==> src/tsc_regs.vh <==
`ifndef TSC_REGS_VH
`define TSC_REGS_VH
// =====================================================================
// register offsets (word index on the plain port)
`define TSC_ADDR_CST        4'h0
`define TSC_ADDR_IRQ_STAT   4'h1
`define TSC_ADDR_IRQ_MASK   4'h2
`define TSC_ADDR_SDLY       4'h3
`define TSC_ADDR_LCNT0      4'h4
`define TSC_ADDR_LCNT1      4'h5
`define TSC_ADDR_GTMR0      4'h6
`define TSC_ADDR_GTMR1      4'h7
`define TSC_ADDR_DEBUG      4'h8
// =====================================================================
// control/status field positions
`define TSC_BIT_EN          15
`define TSC_BIT_IDLE_HALT   13
`define TSC_BIT_TOGGLE      12
`define TSC_BIT_SWT         10
`define TSC_BIT_SSEN        9
`define TSC_BIT_VIS         8
`define TSC_BIT_START       7
`define TSC_BIT_WDTO        6
`define TSC_BIT_BUSY        5
`define TSC_ITM_HI          1
`define TSC_ITM_LO          0
// =====================================================================
// reset values and masks
`define TSC_CST_RESET       16'h0000
`define TSC_CST_WMASK       16'hb783
`define TSC_IRQ_RESET       2'h0
`define TSC_LIM_RESET       16'h0000
// =====================================================================
// interrupt status bit positions
`define TSC_IRQ_WDTO        0
`define TSC_IRQ_TRIGGER_OUTPUT        1
// =====================================================================
// wait-for-software-trigger option codes
`define TSC_OPT_SWT_A       4'ha
`define TSC_OPT_SWT_B       4'hb
`endif
==> src/tsc_ctrl.v <==
`timescale 1ns/1ps
`include "tsc_regs.vh"
// How it works
// - enable bit turns sequencer on; cleared keeps it disabled.
// - idle-halt set stops operation during Idle; clear keeps running.
// - toggle set inverts trigger per trigger command; clear gives one pulse.
// - software trigger completes a wait-for-software-trigger step, options 1010/1011.
// - writing zero to software trigger only clears it; hardware clears too.
// - software trigger affects only the control step's software-wait option.
// - single-step set in Debug runs one step at a time.
// - single-step bit is writable only while in Debug mode.
// - visibility set makes limit registers read live counter values.
// - visibility clear makes limit registers read programmed limits.
// - start bit begins continuous execution; hardware may clear it.
// - clearing start stops execution of further steps.
// - hardware sets watchdog time-out flag on watchdog expiry.
// - input-trigger mode only affects wait-input-high and wait-input-low.
// - bits 14, 11, 4..2 read zero; implemented bits reset to zero.
// - busy reads one while running; clock and divider writes blocked.
// - mode codes: 0x edge, 1x level; odd codes skip step delay.
module tsc_ctrl
(
    input  wire        MCLK,
    input  wire        ARST_N,
    input  wire [3:0]  ADDR,
    input  wire [15:0] WDATA,
    input  wire        WR,
    input  wire        RD,
    output reg  [15:0] RDATA,
    output reg         IRQ,
    input  wire        DEVICE_IDLE,
    input  wire        DEVICE_DEBUG,
    input  wire        STEP_DONE,
    input  wire        STEP_IS_SWT_WAIT,
    input  wire [3:0]  STEP_OPTION,
    input  wire        STEP_IS_WAIT_INPUT,
    input  wire        STEP_IS_TRIGGER_OUTPUT,
    input  wire        QUEUE_STOP,
    input  wire        WATCHDOG_EXPIRED,
    input  wire        CLK_CFG_WR_REQ,
    input  wire [15:0] SDLY_LIVE,
    input  wire [15:0] LCNT0_LIVE,
    input  wire [15:0] LCNT1_LIVE,
    input  wire [15:0] GTMR0_LIVE,
    input  wire [15:0] GTMR1_LIVE,
    output reg         STEP_ADVANCE,
    output reg         SWT_COMPLETE,
    output reg         TRIGGER_OUTPUT,
    output reg  [1:0]  INPUT_TRIGGER_MODE,
    output reg         ITM_LEVEL_DETECT,
    output reg         ITM_SKIP_STEP_DELAY,
    output reg         CLK_CFG_WR_ALLOW,
    output reg         SEQUENCER_BUSY
);

    // =================================================================
    // control and limit storage
    reg        seq_enable_q;
    reg        idle_halt_q;
    reg        trigger_toggle_select_q;
    reg        software_trigger_q;
    reg        single_step_enable_q;
    reg        counter_visibility_q;
    reg        sequencer_start_q;
    reg        watchdog_timeout_flag_q;
    reg        busy_q;
    reg [1:0]  input_trigger_mode_q;
    reg [1:0]  irq_stat_q;
    reg [1:0]  irq_mask_q;
    reg        ss_armed_q;
    reg [15:0] lim_q [0:4];

    wire wr_cst   = WR && (ADDR == `TSC_ADDR_CST);
    wire wr_stat  = WR && (ADDR == `TSC_ADDR_IRQ_STAT);
    wire wr_mask  = WR && (ADDR == `TSC_ADDR_IRQ_MASK);
    wire wr_debug = WR && (ADDR == `TSC_ADDR_DEBUG);

    // halted during idle, or stopped by enable/start
    wire running  = seq_enable_q && sequencer_start_q && !(idle_halt_q && DEVICE_IDLE);
    // single step: one step per arm while in Debug
    wire ss_mode  = single_step_enable_q && DEVICE_DEBUG;
    wire may_step = running && (!ss_mode || ss_armed_q);

    // swt only completes the control step's software-wait options
    wire swt_hit  = software_trigger_q && STEP_IS_SWT_WAIT &&
                    ((STEP_OPTION == `TSC_OPT_SWT_A) || (STEP_OPTION == `TSC_OPT_SWT_B));

    wire trigger_output_evt = may_step && STEP_IS_TRIGGER_OUTPUT && STEP_DONE;

    // =================================================================
    // functions
    function is_lim_addr;
        input [3:0] a;
        begin
            is_lim_addr = (a >= `TSC_ADDR_SDLY) && (a <= `TSC_ADDR_GTMR1);
        end
    endfunction

    function [2:0] lim_index;
        input [3:0] a;
        begin
            lim_index = a[2:0] - 3'h3;
        end
    endfunction

    // =================================================================
    // control/status register
    always @(posedge MCLK or negedge ARST_N)
    begin
        if (!ARST_N)
        begin
            seq_enable_q            <= 1'b0;
            idle_halt_q             <= 1'b0;
            trigger_toggle_select_q <= 1'b0;
            software_trigger_q      <= 1'b0;
            single_step_enable_q    <= 1'b0;
            counter_visibility_q    <= 1'b0;
            sequencer_start_q       <= 1'b0;
            watchdog_timeout_flag_q <= 1'b0;
            busy_q                  <= 1'b0;
            input_trigger_mode_q    <= 2'h0;
            ss_armed_q              <= 1'b0;
        end
        else
        begin
            // plain fields follow the write as given
            if (wr_cst)
            begin
                seq_enable_q            <= WDATA[`TSC_BIT_EN];
                idle_halt_q             <= WDATA[`TSC_BIT_IDLE_HALT];
                trigger_toggle_select_q <= WDATA[`TSC_BIT_TOGGLE];
                counter_visibility_q    <= WDATA[`TSC_BIT_VIS];
                input_trigger_mode_q    <= WDATA[`TSC_ITM_HI:`TSC_ITM_LO];
            end

            // single step only moves while the device is in Debug
            if (wr_cst && DEVICE_DEBUG)
            begin
                single_step_enable_q <= WDATA[`TSC_BIT_SSEN];
            end

            // software trigger: write one sets, write zero clears, hardware clears on use
            if (wr_cst)
            begin
                software_trigger_q <= WDATA[`TSC_BIT_SWT];
            end
            else if (swt_hit && may_step)
            begin
                software_trigger_q <= 1'b0;
            end

            // start: hardware clears at queue stop or disable
            if (wr_cst && !(WDATA[`TSC_BIT_EN] == 1'b0))
            begin
                sequencer_start_q <= WDATA[`TSC_BIT_START];
            end
            else if (wr_cst || !seq_enable_q || (QUEUE_STOP && running))
            begin
                sequencer_start_q <= 1'b0;
            end

            // watchdog flag: hardware set wins over software clear
            if (WATCHDOG_EXPIRED && running)
            begin
                watchdog_timeout_flag_q <= 1'b1;
            end
            else if (wr_cst && !WDATA[`TSC_BIT_WDTO])
            begin
                watchdog_timeout_flag_q <= 1'b0;
            end

            // busy lags running by one cycle, so a read just after a stop may still show it
            busy_q <= running && !(wr_cst && !WDATA[`TSC_BIT_EN]);

            // debugger re-arms one step through the debug register
            if (wr_debug && DEVICE_DEBUG)
            begin
                ss_armed_q <= 1'b1;
            end
            else if (ss_mode && STEP_DONE && may_step)
            begin
                ss_armed_q <= 1'b0;
            end
        end
    end

    // =================================================================
    // limit registers, written whenever visibility is clear or set
    genvar g;
    generate
        for (g = 0; g < 5; g = g + 1)
        begin : g_lim
            always @(posedge MCLK or negedge ARST_N)
            begin
                if (!ARST_N)
                begin
                    lim_q[g] <= `TSC_LIM_RESET;
                end
                else if (WR && is_lim_addr(ADDR) && (lim_index(ADDR) == g))
                begin
                    lim_q[g] <= WDATA;
                end
            end
        end
    endgenerate

    // =================================================================
    // interrupts: sticky status, write one to clear, set wins
    always @(posedge MCLK or negedge ARST_N)
    begin
        if (!ARST_N)
        begin
            irq_stat_q <= `TSC_IRQ_RESET;
        end
        else
        begin
            irq_stat_q[`TSC_IRQ_WDTO] <= (WATCHDOG_EXPIRED && running) ||
                (irq_stat_q[`TSC_IRQ_WDTO] && !(wr_stat && WDATA[`TSC_IRQ_WDTO]));
            irq_stat_q[`TSC_IRQ_TRIGGER_OUTPUT] <= trigger_output_evt ||
                (irq_stat_q[`TSC_IRQ_TRIGGER_OUTPUT] && !(wr_stat && WDATA[`TSC_IRQ_TRIGGER_OUTPUT]));
        end
    end

    // mask is plain software state, kept apart from the status flops
    always @(posedge MCLK or negedge ARST_N)
    begin
        if (!ARST_N)
        begin
            irq_mask_q <= `TSC_IRQ_RESET;
        end
        else if (wr_mask)
        begin
            irq_mask_q <= WDATA[1:0];
        end
    end

    // =================================================================
    // live values versus programmed limits
    reg [15:0] live_sel;
    always @*
    begin
        live_sel = 16'h0000;
        if (ADDR == `TSC_ADDR_SDLY)
        begin
            live_sel = SDLY_LIVE;
        end
        else if (ADDR == `TSC_ADDR_LCNT0)
        begin
            live_sel = LCNT0_LIVE;
        end
        else if (ADDR == `TSC_ADDR_LCNT1)
        begin
            live_sel = LCNT1_LIVE;
        end
        else if (ADDR == `TSC_ADDR_GTMR0)
        begin
            live_sel = GTMR0_LIVE;
        end
        else if (ADDR == `TSC_ADDR_GTMR1)
        begin
            live_sel = GTMR1_LIVE;
        end
    end

    reg [15:0] rd_d;
    always @*
    begin
        rd_d = 16'h0000;
        if (ADDR == `TSC_ADDR_CST)
        begin
            rd_d[`TSC_BIT_EN]        = seq_enable_q;
            rd_d[`TSC_BIT_IDLE_HALT] = idle_halt_q;
            rd_d[`TSC_BIT_TOGGLE]    = trigger_toggle_select_q;
            rd_d[`TSC_BIT_SWT]       = software_trigger_q;
            rd_d[`TSC_BIT_SSEN]      = single_step_enable_q;
            rd_d[`TSC_BIT_VIS]       = counter_visibility_q;
            rd_d[`TSC_BIT_START]     = sequencer_start_q;
            rd_d[`TSC_BIT_WDTO]      = watchdog_timeout_flag_q;
            rd_d[`TSC_BIT_BUSY]      = busy_q;
            rd_d[`TSC_ITM_HI:`TSC_ITM_LO] = input_trigger_mode_q;
        end
        else if (ADDR == `TSC_ADDR_IRQ_STAT)
        begin
            rd_d = {14'h0000, irq_stat_q};
        end
        else if (ADDR == `TSC_ADDR_IRQ_MASK)
        begin
            rd_d = {14'h0000, irq_mask_q};
        end
        else if (is_lim_addr(ADDR))
        begin
            rd_d = counter_visibility_q ? live_sel : lim_q[lim_index(ADDR)];
        end
        else if (ADDR == `TSC_ADDR_DEBUG)
        begin
            rd_d = {15'h0000, ss_armed_q};
        end
    end

    // =================================================================
    // registered outputs, one flop per port so the far side never sees decode glitches
    always @(posedge MCLK or negedge ARST_N)
    begin
        if (!ARST_N)
        begin
            RDATA <= 16'h0000;
            IRQ   <= 1'b0;
        end
        else
        begin
            RDATA <= RD ? rd_d : 16'h0000;
            IRQ   <= |(irq_stat_q & irq_mask_q);
        end
    end

    // step engine handshake
    always @(posedge MCLK or negedge ARST_N)
    begin
        if (!ARST_N)
        begin
            STEP_ADVANCE <= 1'b0;
            SWT_COMPLETE <= 1'b0;
        end
        else
        begin
            STEP_ADVANCE <= may_step;
            SWT_COMPLETE <= swt_hit && may_step;
        end
    end

    // trigger output
    always @(posedge MCLK or negedge ARST_N)
    begin
        if (!ARST_N)
        begin
            TRIGGER_OUTPUT <= 1'b0;
        end
        else
        begin
            // toggle mode inverts per trigger step; pulse mode is one cycle wide
            if (!seq_enable_q)
            begin
                TRIGGER_OUTPUT <= 1'b0;
            end
            else if (trigger_toggle_select_q)
            begin
                TRIGGER_OUTPUT <= TRIGGER_OUTPUT ^ trigger_output_evt;
            end
            else
            begin
                TRIGGER_OUTPUT <= trigger_output_evt;
            end
        end
    end

    // mode decode and clock configuration guard
    always @(posedge MCLK or negedge ARST_N)
    begin
        if (!ARST_N)
        begin
            INPUT_TRIGGER_MODE  <= 2'h0;
            ITM_LEVEL_DETECT    <= 1'b0;
            ITM_SKIP_STEP_DELAY <= 1'b0;
            CLK_CFG_WR_ALLOW    <= 1'b0;
            SEQUENCER_BUSY      <= 1'b0;
        end
        else
        begin
            // mode only presented to the wait-input steps
            INPUT_TRIGGER_MODE  <= STEP_IS_WAIT_INPUT ? input_trigger_mode_q : 2'h0;
            ITM_LEVEL_DETECT    <= STEP_IS_WAIT_INPUT && input_trigger_mode_q[1];
            ITM_SKIP_STEP_DELAY <= STEP_IS_WAIT_INPUT && input_trigger_mode_q[0];
            // busy blocks the clock source and divider fields
            CLK_CFG_WR_ALLOW    <= CLK_CFG_WR_REQ && !busy_q;
            SEQUENCER_BUSY      <= busy_q;
        end
    end

endmodule

==> config.mk <==
export PLATFORM = sky130hd
export DESIGN_NAME = tsc_ctrl
export DESIGN_NICKNAME = d
export VERILOG_FILES = /design/src/tsc_ctrl.v
export VERILOG_INCLUDE_DIRS = /design/src
export SDC_FILE = /design/constraint.sdc
export NUM_CORES = 1
export LEC_CHECK = 0
export BUFFER_PORTS_ARGS = -buffer_cell sky130_fd_sc_hd__buf_2
export CORE_ASPECT_RATIO = 0.6
export CORE_UTILIZATION = 50
export DETAILED_ROUTE_END_ITERATION = 7
export HOLD_SLACK_MARGIN = 0.08
export PLACE_DENSITY = 0.74
export SLEW_MARGIN = 5
export SYNTH_ARGS = -nofsm -noshare
export SYNTH_HDL_FRONTEND = slang
export SYNTH_SLANG_ARGS = --single-unit
==> constraint.sdc <==
create_clock -name MCLK -period 3.3 [get_ports MCLK]
set_clock_uncertainty 0.1 [all_clocks]
set_input_delay 0.33 -clock MCLK [delete_from_list [all_inputs] [get_ports MCLK]]
set_output_delay 0.33 -clock MCLK [all_outputs]
set_load 0.05 [all_outputs]
Word level (Yosys, flattened, before mapping)
Index checks and enable logic that the tools add are counted.
{"block": "word_totals", "reg_bits": 122}
{"block": "classes", "add_sub_neg": 1, "order_cmp": 3, "eq_ne": 14, "muxes": 32, "bitwise": 3, "reduce_logical": 60}
{"cell": "two-way mux 16 bit", "count": 12}
{"cell": "binary-select mux 16 bit (select 3 bit)", "count": 1}
{"cell": "logical AND 1 bit", "count": 38}
{"cell": "== test 4 x 3 -> 1 bit (second input constant)", "count": 4}
{"cell": "two-way mux 1 bit", "count": 14}
{"cell": "== test 4 bit (second input constant)", "count": 3}
{"cell": "logical NOT 1 bit", "count": 9}
{"cell": "== test 4 x 2 -> 1 bit (second input constant)", "count": 2}
{"cell": "nonzero test 2 bit", "count": 4}
{"cell": "== test 3 x 2 -> 1 bit (second input constant)", "count": 2}
{"cell": "logical OR 1 bit", "count": 6}
{"cell": "two-way mux 2 bit", "count": 3}
{"cell": "two-way mux 6 bit", "count": 1}
{"cell": "== test 4 x 1 -> 1 bit (second input constant)", "count": 1}
{"cell": ">= comparator 4 x 2 -> 1 bit (second input constant)", "count": 1}
{"cell": ">= comparator 4 bit (second input constant)", "count": 1}
{"cell": "<= comparator 4 x 3 -> 1 bit (second input constant)", "count": 1}
{"cell": "logical NOT 4 bit", "count": 1}
{"cell": "inverter 3 -> 4 bit", "count": 1}
{"cell": "== test 3 x 1 -> 1 bit (second input constant)", "count": 1}
{"cell": "== test 3 bit (second input constant)", "count": 1}
{"cell": "logical NOT 3 bit", "count": 1}
{"cell": "two-way mux 3 bit", "count": 1}
{"cell": "subtractor 3 x 2 -> 3 bit (second input constant)", "count": 1}
{"cell": "other kinds (3)", "count": 3}

Longest topological paths before layout
Gate-level depths: netlist (run 1).
{"block": "logic_depth", "depth_word": 12, "depth_mapped": 10, "mapped_depth_nobuf": 6}

Worst setup path before layout (run 1)
No wires, ideal clock.
{"block": "synth_path", "kind": "input port to flip-flop", "start": "input ADDR[0]", "end": "register RDATA[14]", "setup_time_ns": 0.136, "t_arrival_ns": 2.303, "required_ns": 3.064, "path_slack_ns": 0.760, "stages": 9, "path_buffers": 4, "cell_sequence": "buf_4 buf_4 inv_1 ha_1 buf_2 buf_1 mux4_2 a221oi_1 a211oi_1"}
{"block": "synth_between", "elab_chain_len": 12, "elab_cells_between_ends": 27}
{"item": "start: declaration", "line_no": "tsc_ctrl.v:25", "text": "input wire [3:0] ADDR,"}
{"item": "parallel branches: the longest is 10 deep, another holds subtractor 3 x 2 -> 3 bit"}
{"item": "two-way mux 1 bit *", "line_no": "tsc_ctrl.v:269", "text": "if (ADDR == `TSC_ADDR_CST)"}
{"item": "two-way mux 16 bit *", "line_no": "tsc_ctrl.v:311", "text": "RDATA <= RD ? rd_d : 16'h0000;"}
{"item": "end signal: assignment", "line_no": "tsc_ctrl.v:311"}
{"item": "end: declaration", "line_no": "tsc_ctrl.v:29", "text": "output reg [15:0] RDATA,"}
Mark *: on every way between the ends. The select of a mux whose other input is x is not followed.
A chain may end at the register's enable or synchronous reset.

Worst setup path in the final report (run 1)
{"block": "layout_path", "start": "input ADDR[0]", "end": "register RDATA[5]"}
{"block": "layout_between", "elab_chain_len": 12, "elab_cells_between_ends": 27}
{"item": "parallel branches: the longest is 10 deep, another holds subtractor 3 x 2 -> 3 bit"}
{"item": "two-way mux 6 bit *", "line_no": "tsc_ctrl.v:269"}
{"item": "two-way mux 16 bit *", "line_no": "tsc_ctrl.v:311"}
Marked as above.

==> out/results.txt, run 1 <==
Status: complete, no violations
Synth Area per Inst: 12.5 sq um
Maximum buffer depth of the clock tree: 2
Seq cells post-synth: 120
Drt via density: 6.19
Skew-Pair Late Insertion Delay: 0.41 ns
Critical Path, Cell by Cell: buf_2 -> buf_4 -> ha_1 -> buf_4 -> nor3b_2 -> a21oi_1 -> o31a_1 -> a221oi_1
Minimum clock period after layout: 2.39 ns
Arrival @ worst endpoint: 2.58 ns
Area of the core: 12100 sq um
Peak Freq: 419 MHz
Clock-pin transition on the worst setup and hold timing paths: 0.05 ns
Port Buffer Count: 141
Antenna violations before repair: 1
Critical R2R Launch: counter_visibility_q$_DFFE_PN0P_
Initial DRC count: 478
Crit path from: ADDR[0]
Syn_nets: 616
Post-synth EDFFs: 0
Clock Sinks: 120
GR Util All Layers: 0.293
PnR Total Power: 0.00481 W
Hold/Removal Path Class: in2reg
Fin. max-slew vios: 0
H-Tree Depth: 4
Ys async rst share: 1.00
Leakage power: 3.64 nW
CP Capture Type: flop
Critical path startpoint category: input pin
Detail Route Antenna Nets: 0
Area grow syn2layout: 24.7%
CTS tree: built
Yosys warning count: 0
Top post-synthesis cells by area: dfrtp_1, mux2_2, mux4_2, a221oi_1, mux2_1
Max IR drop VDD: 0.415 mV
DR WL/cell: 22.0 um
CP endpoint: RDATA[5]$_DFF_PN0_
Max-slew headroom: 0.455
Vias post-DR: 5060
Largest area contributor in the netlist: dfrtp_1
Area fraction of the dominant cell type after synthesis: 0.486
Routed WL: 18000 um
Reg area: 3000 sq um
Height of the chip: 88.1 um
Maxcap violations: 0
Grt total ovfl: 0
Setup ws final: 0.913 ns
DRT Pass-1 Iters: 5
Share of cells above drive strength 1: 0.446
Sequential share of the synthesized area: 0.486
Largest net degree at the start of global routing: 71
Max stage delay on crit path: 0.68 ns
Worst Path Max Fanout: 12
Cell area after placement: 7040 sq um
Gpl congestion: 0.852
Num CTS Buffers: 17
Netlist area before placement: 6180 sq um
Worst-margin pin slew: 0.814 ns
Primary FF master, synth: dfrtp_1
Slowest-stage cell, CP: nor3b_2
Final period util: 0.723
RSZ-0062 raised after global routing: false
Final setup viols: 0
Synthesized instance count: 493
Setup Total Neg Slack: 0 ns
Clk root buf: clkbuf_16
Final instance area: 7700 sq um
Initial Util: 0.512
Vias in the first global route: 5046
Critical Path RT: 3.50 ns
Capturing point of the worst reg2reg path: RDATA[0]$_DFF_PN0_
First-pass GRT wire length: 27900 um
Pwr/cell area: 624 nW/um^2
Multi-input gate area: 2950 sq um
Detailed Place HPWL: 12700 um
Fillers: 928
R2R setup slack: 1.01 ns
Yosys cell types: 52
Final hold vios: 0
I/O pin count: 143
Die W: 146 um
CP dominant cell by count: buf_4
Worst r2r path cells: 4
Setup Slack @ Placement: 0.511 ns
Total die area: 12800 sq um
Fin nets: 762
Setup Crit Path Kind: in2reg
DR DRC count: 0
Num rows: 31
## worst max-delay path, delay by kind of cell
family	cells	cell delay, ns
compound gates	3	0.77
buf+inv	3	0.54
fa+ha+maj	1	0.25
simple gates	1	0.68
## cell usage after synthesis (8+ instances only)
cell and instances:
mux2_2 69, o31a_1 9, buf_2 10, inv_1 8
nor2_1 9, mux4_2 16, o21ai_0 24, mux2_1 20
a21oi_1 10, a221oi_1 29, and3_1 11, dfrtp_1 120
a211oi_1 8, or3b_2 8, a21boi_0 9, nand2_1 24
clkbuf_1 13
## layer usage
layer | part of all wire | track usage | vias up
met1 | 0.44 | 0.399 | 2550
met3 | 0.090 | 0.0708 | 32
met4 | 0.022 | 0.131 | 0
li1 | - | - | 2202
met2 | 0.45 | 0.454 | 276
met5 | 0 | 0 | -
## stage by stage
| step | util | hold slack (ns) | instances |
|---|---|---|---|
| floorplan | - | -0.0656 | 493 |
| global placement | 0.583 | 0.308 | 780 |
| detailed placement | 0.583 | 0.316 | 780 |
| CTS | 0.639 | 0.0800 | 817 |
| global route | 0.639 | 0.108 | 817 |
| finish | 0.639 | 0.100 | 818 |
## where the power goes
group / total [W] / internal [W] / switching (W)
Sequential: 0.00193 / 0.00177 / 0.000167
Clock: 0.00190 / 0.00125 / 0.000658
Combinational: 0.000969 / 0.000469 / 0.000500
Total: 0.00481 / 0.00348 / 0.00133
## sequential cells by signal, indices dropped and copies added, names as in the netlist, 2 cells and up
register / count
RDATA: 16
lim_q: 80
irq_stat_q: 2
input_trigger_mode_q: 2
irq_mask_q: 2
INPUT_TRIGGER_MODE: 2
## layout by cell type (no fill, tap or decap), types with 5 or more instances in the layout
master | netlist | final
ha_1 | 6 | 6
nand4_1 | 5 | 5
nor2_1 | 9 | 9
a221o_1 | 5 | 5
buf_4 | 4 | 17
dlygate4sd3_1 | 0 | 5
a211oi_1 | 8 | 8
and3_1 | 11 | 11
mux2_2 | 69 | 69
inv_1 | 8 | 8
or3b_2 | 8 | 8
a21boi_0 | 9 | 9
mux2_1 | 20 | 20
a21oi_1 | 10 | 10
nand2_1 | 24 | 24
nor2b_1 | 6 | 6
dfrtp_1 | 120 | 120
clkbuf_16 | 0 | 17
and2_1 | 5 | 5
a221oi_1 | 29 | 29
mux4_2 | 16 | 16
buf_2 | 10 | 140
o211ai_1 | 6 | 6
o31a_1 | 9 | 9
o21ai_0 | 24 | 24
## how the worst min path moves through the flow
stage              from                         end  slack [ns]  cells after the start
2_1_floorplan    ARST_N  CLK_CFG_WR_ALLOW$_DFF_PN0_       -0.07                      0
3_3_place_gp     ARST_N          RDATA[1]$_DFF_PN0_        0.31                      1
3_5_place_dp     ARST_N          RDATA[1]$_DFF_PN0_        0.32                      1
4_1_cts        WDATA[4]       lim_q[52]$_DFFE_PN0P_        0.08                      2
5_1_grt        WDATA[2]       lim_q[50]$_DFFE_PN0P_        0.11                      2
6_report       WDATA[4]       lim_q[52]$_DFFE_PN0P_        0.10                      2
## repair_timing
action	4_1_cts	5_1_grt
buffers inserted	0	0
endpoints found under the hold margin	55	0
hold buffers	5	0
resized for setup	0	0
## cell type report
class	instances	share of cell area
antenna	1	0.000325
clock buffer	21	0.0611
clock inverter	11	0.0190
inverter	8	0.00390
multi-input combinational	329	0.383
sequential	120	0.390
tap	165	0.0268
timing repair buffer	163	0.117
## cells by family (layout without fill, tap and decap cells)
group                      after synthesis  in the layout  share of synthesized area
adders and majority gates                6              6                     0.0121
other                                    0              1                          0
DFF                                    120            120                      0.486
AOI/OAI and AO/OA                      120            120                      0.145
xor gates and xnor gates                 3              3                    0.00547
buffers and inverters                   44            203                     0.0372
and+or+nand+nor                         95             95                     0.0935
muxes                                  105            105                      0.220
Note: power is estimated with default switching activity, not from simulation.
==> run 2, diff against run 1 <==
- ABC_AREA: default -> 1
- CORE_UTILIZATION: 50 -> 49
- PLACE_DENSITY: 0.74 -> 0.76
- clock period: 3.3 -> 2 ns (I/O delays scaled with it)
==> out/results.txt, run 2 <==
Status: complete, no violations
CP dominant cell by count: dlygate4sd3_1
Minimum clock period after layout: 1.93 ns
GR Util All Layers: 0.294 (+0.000718)
Setup Slack @ Placement: 0.0574 ns (-0.453 ns)
Yosys cell types: 33 (-37%)
Worst r2r path cells: 7 (+3)
Clock-pin transition on the worst setup and hold timing paths: 0.06 ns (about the same)
Netlist area before placement: 6160 sq um (-0.36%)
Grt total ovfl: 0 (unchanged)
Setup ws final: 0.0738 ns (-0.839 ns)
Vias post-DR: 6159 (+22%)
Synth cell count leaders: nand2_1, dfrtp_1, o21ai_0, nand3_1, inv_1
Reg with most FFs: lim_q
Area grow syn2layout: 34.6%
Comb pwr share: 0.181 (-0.021)
Reg area: 3000 sq um (about the same)
Crit path from: DEVICE_DEBUG
Sequential share of the synthesized area: 0.488 (+0.00178)
Met3 usage: 0.0727 (+0.00185)
Critical Path RT: 2.25 ns (-1.25 ns)
Setup Crit Path Kind: in2reg
Buffers and inverters on the worst path: 4 (+1)
Slowest-stage cell, CP: dlygate4sd3_1
DR DRC count: 0 (unchanged)
Fin nets: 1115 (+46%)
CP endpoint: ss_armed_q$_DFFE_PN0P_
P_int: 0.00583 W (+67%)
Final period util: 0.963
Gpl congestion: 0.895 (+5.0%)
Largest net degree at the start of global routing: 49 (-31%)
H-Tree Depth: 4 (unchanged)
Detail Route Antenna Nets: 0 (unchanged)
Num rows: 31 (unchanged)
Hold/Removal Path Class: in2reg
Drt via density: 5.27 (-15%)
Critical Path, Cell by Cell: dlygate4sd3_1 -> buf_2 -> nand2_1 -> dlygate4sd3_1 -> o21ai_0 -> dlygate4sd3_1
Sw power: 0.00221 W (+67%)
Max stage delay on crit path: 0.56 ns (-0.12 ns)
Pwr/cell area: 970 nW/um^2 (+55%)
Grt peak-use layer: met2
Area of the core: 12100 sq um (+0.64%)
Vias in the first global route: 5636 (+12%)
Syn_nets: 926 (+50%)
Antenna violations before repair: 0 (-1)
Maximum buffer depth of the clock tree: 2 (unchanged)
Setup Total Neg Slack: 0 ns (unchanged)
Fin. max-slew vios: 0 (unchanged)
Maxcap violations: 0 (unchanged)
Synth Area per Inst: 7.67 sq um (-39%)
Multi-input gate area: 2740 sq um (-7.2%)
Die W: 147 um (+0.82%)
Final setup viols: 0 (unchanged)
Skew-Pair Late Insertion Delay: 0.41 ns (about the same)
Peak Freq: 519 MHz
Max reg flops: 80 (unchanged)
Yosys warning count: 0 (unchanged)
Largest area contributor in the netlist: dfrtp_1
Leakage power: 4.18 nW (+15%)
Capturing point of the worst reg2reg path: software_trigger_q$_DFFE_PN0P_
Total die area: 13000 sq um (+1.6%)
Share of cells above drive strength 1: 0.227 (-0.219)
Commonest non-fill, non-tap cell in the layout: nand2_1
Post-synth EDFFs: 0 (unchanged)
Routed WL: 18600 um (+3.2%)
R2R setup slack: 0.12 ns (-0.89 ns)
Clock Sinks: 120 (unchanged)
Port Buffer Count: 141 (unchanged)
Max IR drop VDD: 0.598 mV (+44%)
Initial DRC count: 401 (-16%)
PnR Total Power: 0.00804 W (+67%)
CP Capture Type: flop
Met1 Resource Use GR: 0.410 (+0.0120)
Final Core Density: 0.683 (+0.0440)
Biggest regs: lim_q: 80 flops, RDATA: 16 flops
Fillers: 968 (+4.3%)
Flop pwr share: 0.392 (-0.010)
DRT Pass-1 Iters: 5 (unchanged)
DR WL/cell: 15.9 um (-28%)
Worst Path Max Fanout: 4 (-8)
Seq cells post-synth: 120 (unchanged)
I/O pin count: 143 (unchanged)
Synthesized instance count: 803 (+63%)
Detailed Place HPWL: 12400 um (-1.9%)
Clk root buf: clkbuf_16
GR Util met2: 0.454 (about the same)
N_diodes: 0 (-1)
Ys async rst share: 1.00 (unchanged)
Area fraction of the dominant cell type after synthesis: 0.488 (+0.00178)
Worst-margin pin slew: 0.469 ns (-0.345 ns)
Commonest non-fill, non-tap cells in the layout: nand2_1, buf_2, dfrtp_1
First-pass GRT wire length: 29000 um (+3.9%)
Primary FF master, synth: dfrtp_1
Most instantiated library cell after synthesis: nand2_1
Arrival @ worst endpoint: 2.18 ns (-0.40 ns)
Critical path startpoint category: input pin
Clock network power share: 0.427 (+0.031)
Num CTS Buffers: 17 (unchanged)
Top post-synthesis cells by area: dfrtp_1, nand2_1, o21ai_0, nand3_1, a21oi_1
Height of the chip: 88.8 um (+0.82%)
CP top delay family: buffers and inverters
Sw Share: 0.275 (-0.000475)
Final hold vios: 0 (unchanged)
CTS tree: built
Worst path depth: 6 (-2)
Max-slew headroom: 0.687 (+0.232)
Initial Util: 0.507 (-0.00513)
Critical R2R Launch: idle_halt_q$_DFFE_PN0P_
==> run 2: layout make-up <==
cell class                 instances  share of cell area
timing repair buffer             213               0.177
multi-input combinational        585               0.330
clock inverter                     8              0.0199
inverter                          55              0.0255
clock buffer                      23              0.0601
sequential                       120               0.362
tap                              165              0.0249
==> run 2: logic make-up after synthesis <==
group                    Yosys count  share of synthesized area
flip-flops                       120                      0.488
AO/OA/AOI/OAI                    164                      0.138
adder cells (fa/ha/maj)            6                     0.0122
buffers and inverters             98                     0.0715
AND/OR/NAND/NOR                  415                      0.291
==> run 2: what timing repair did <==
| item | in CTS | in global routing |
|---|---|---|
| gates resized for setup | 0 | 6 |
| hold buffers | 43 | 0 |
| endpoints found under the setup margin | 0 | 4 |
| endpoints found under the hold margin | 125 | 0 |
| setup buffers | 0 | 2 |
==> run 2: worst min-delay path: stages <==
cell and delay [ns]:
buf_2 0.10, nand2_1 0.05, nand4_1 0.09, nand2_1 0.06, a21oi_1 0.05
==> run 2: how the worst min path moves through the flow <==
| stage | to | cells after the start | startpoint |
|---|---|---|---|
| 5_1_grt | RDATA[5]$_DFF_PN0_ | 5 | SDLY_LIVE[5] |
| 3_3_place_gp | lim_q[27]$_DFFE_PN0P_ | 1 | ARST_N |
| 4_1_cts | RDATA[5]$_DFF_PN0_ | 5 | SDLY_LIVE[5] |
| 6_report | RDATA[5]$_DFF_PN0_ | 5 | SDLY_LIVE[5] |
| 2_1_floorplan | CLK_CFG_WR_ALLOW$_DFF_PN0_ | 0 | ARST_N |
| 3_5_place_dp | lim_q[27]$_DFFE_PN0P_ | 1 | ARST_N |
==> run 2: through the flow <==
step	std cells	area (sq um)	hold WS, ns
6_report	1169	8290	0.0851
4_1_cts	1167	8250	0.0835
5_1_grt	1169	8290	0.101
3_3_place_gp	1093	7160	0.0825
3_5_place_dp	1093	7160	0.0897
2_1_floorplan	803	6160	-0.196
==> run 2: layer usage <==
| metal | routed length, um | up-vias |
|---|---|---|
| met5 | 0 | - |
| met4 | 278 | 0 |
| met3 | 1460 | 25 |
| met2 | 8290 | 251 |
| met1 | 8520 | 2884 |
| li1 | - | 2999 |
==> run 2: power groups by stage <==
stage                     combinational [W]  clock (W)  sequential [W]
final                               0.00145    0.00343         0.00315
after global routing                0.00163    0.00357         0.00321
after CTS                           0.00144    0.00347         0.00314
after detailed placement            0.00136          0         0.00317
after global placement              0.00131          0         0.00316
after floorplan                    0.000827          0         0.00319
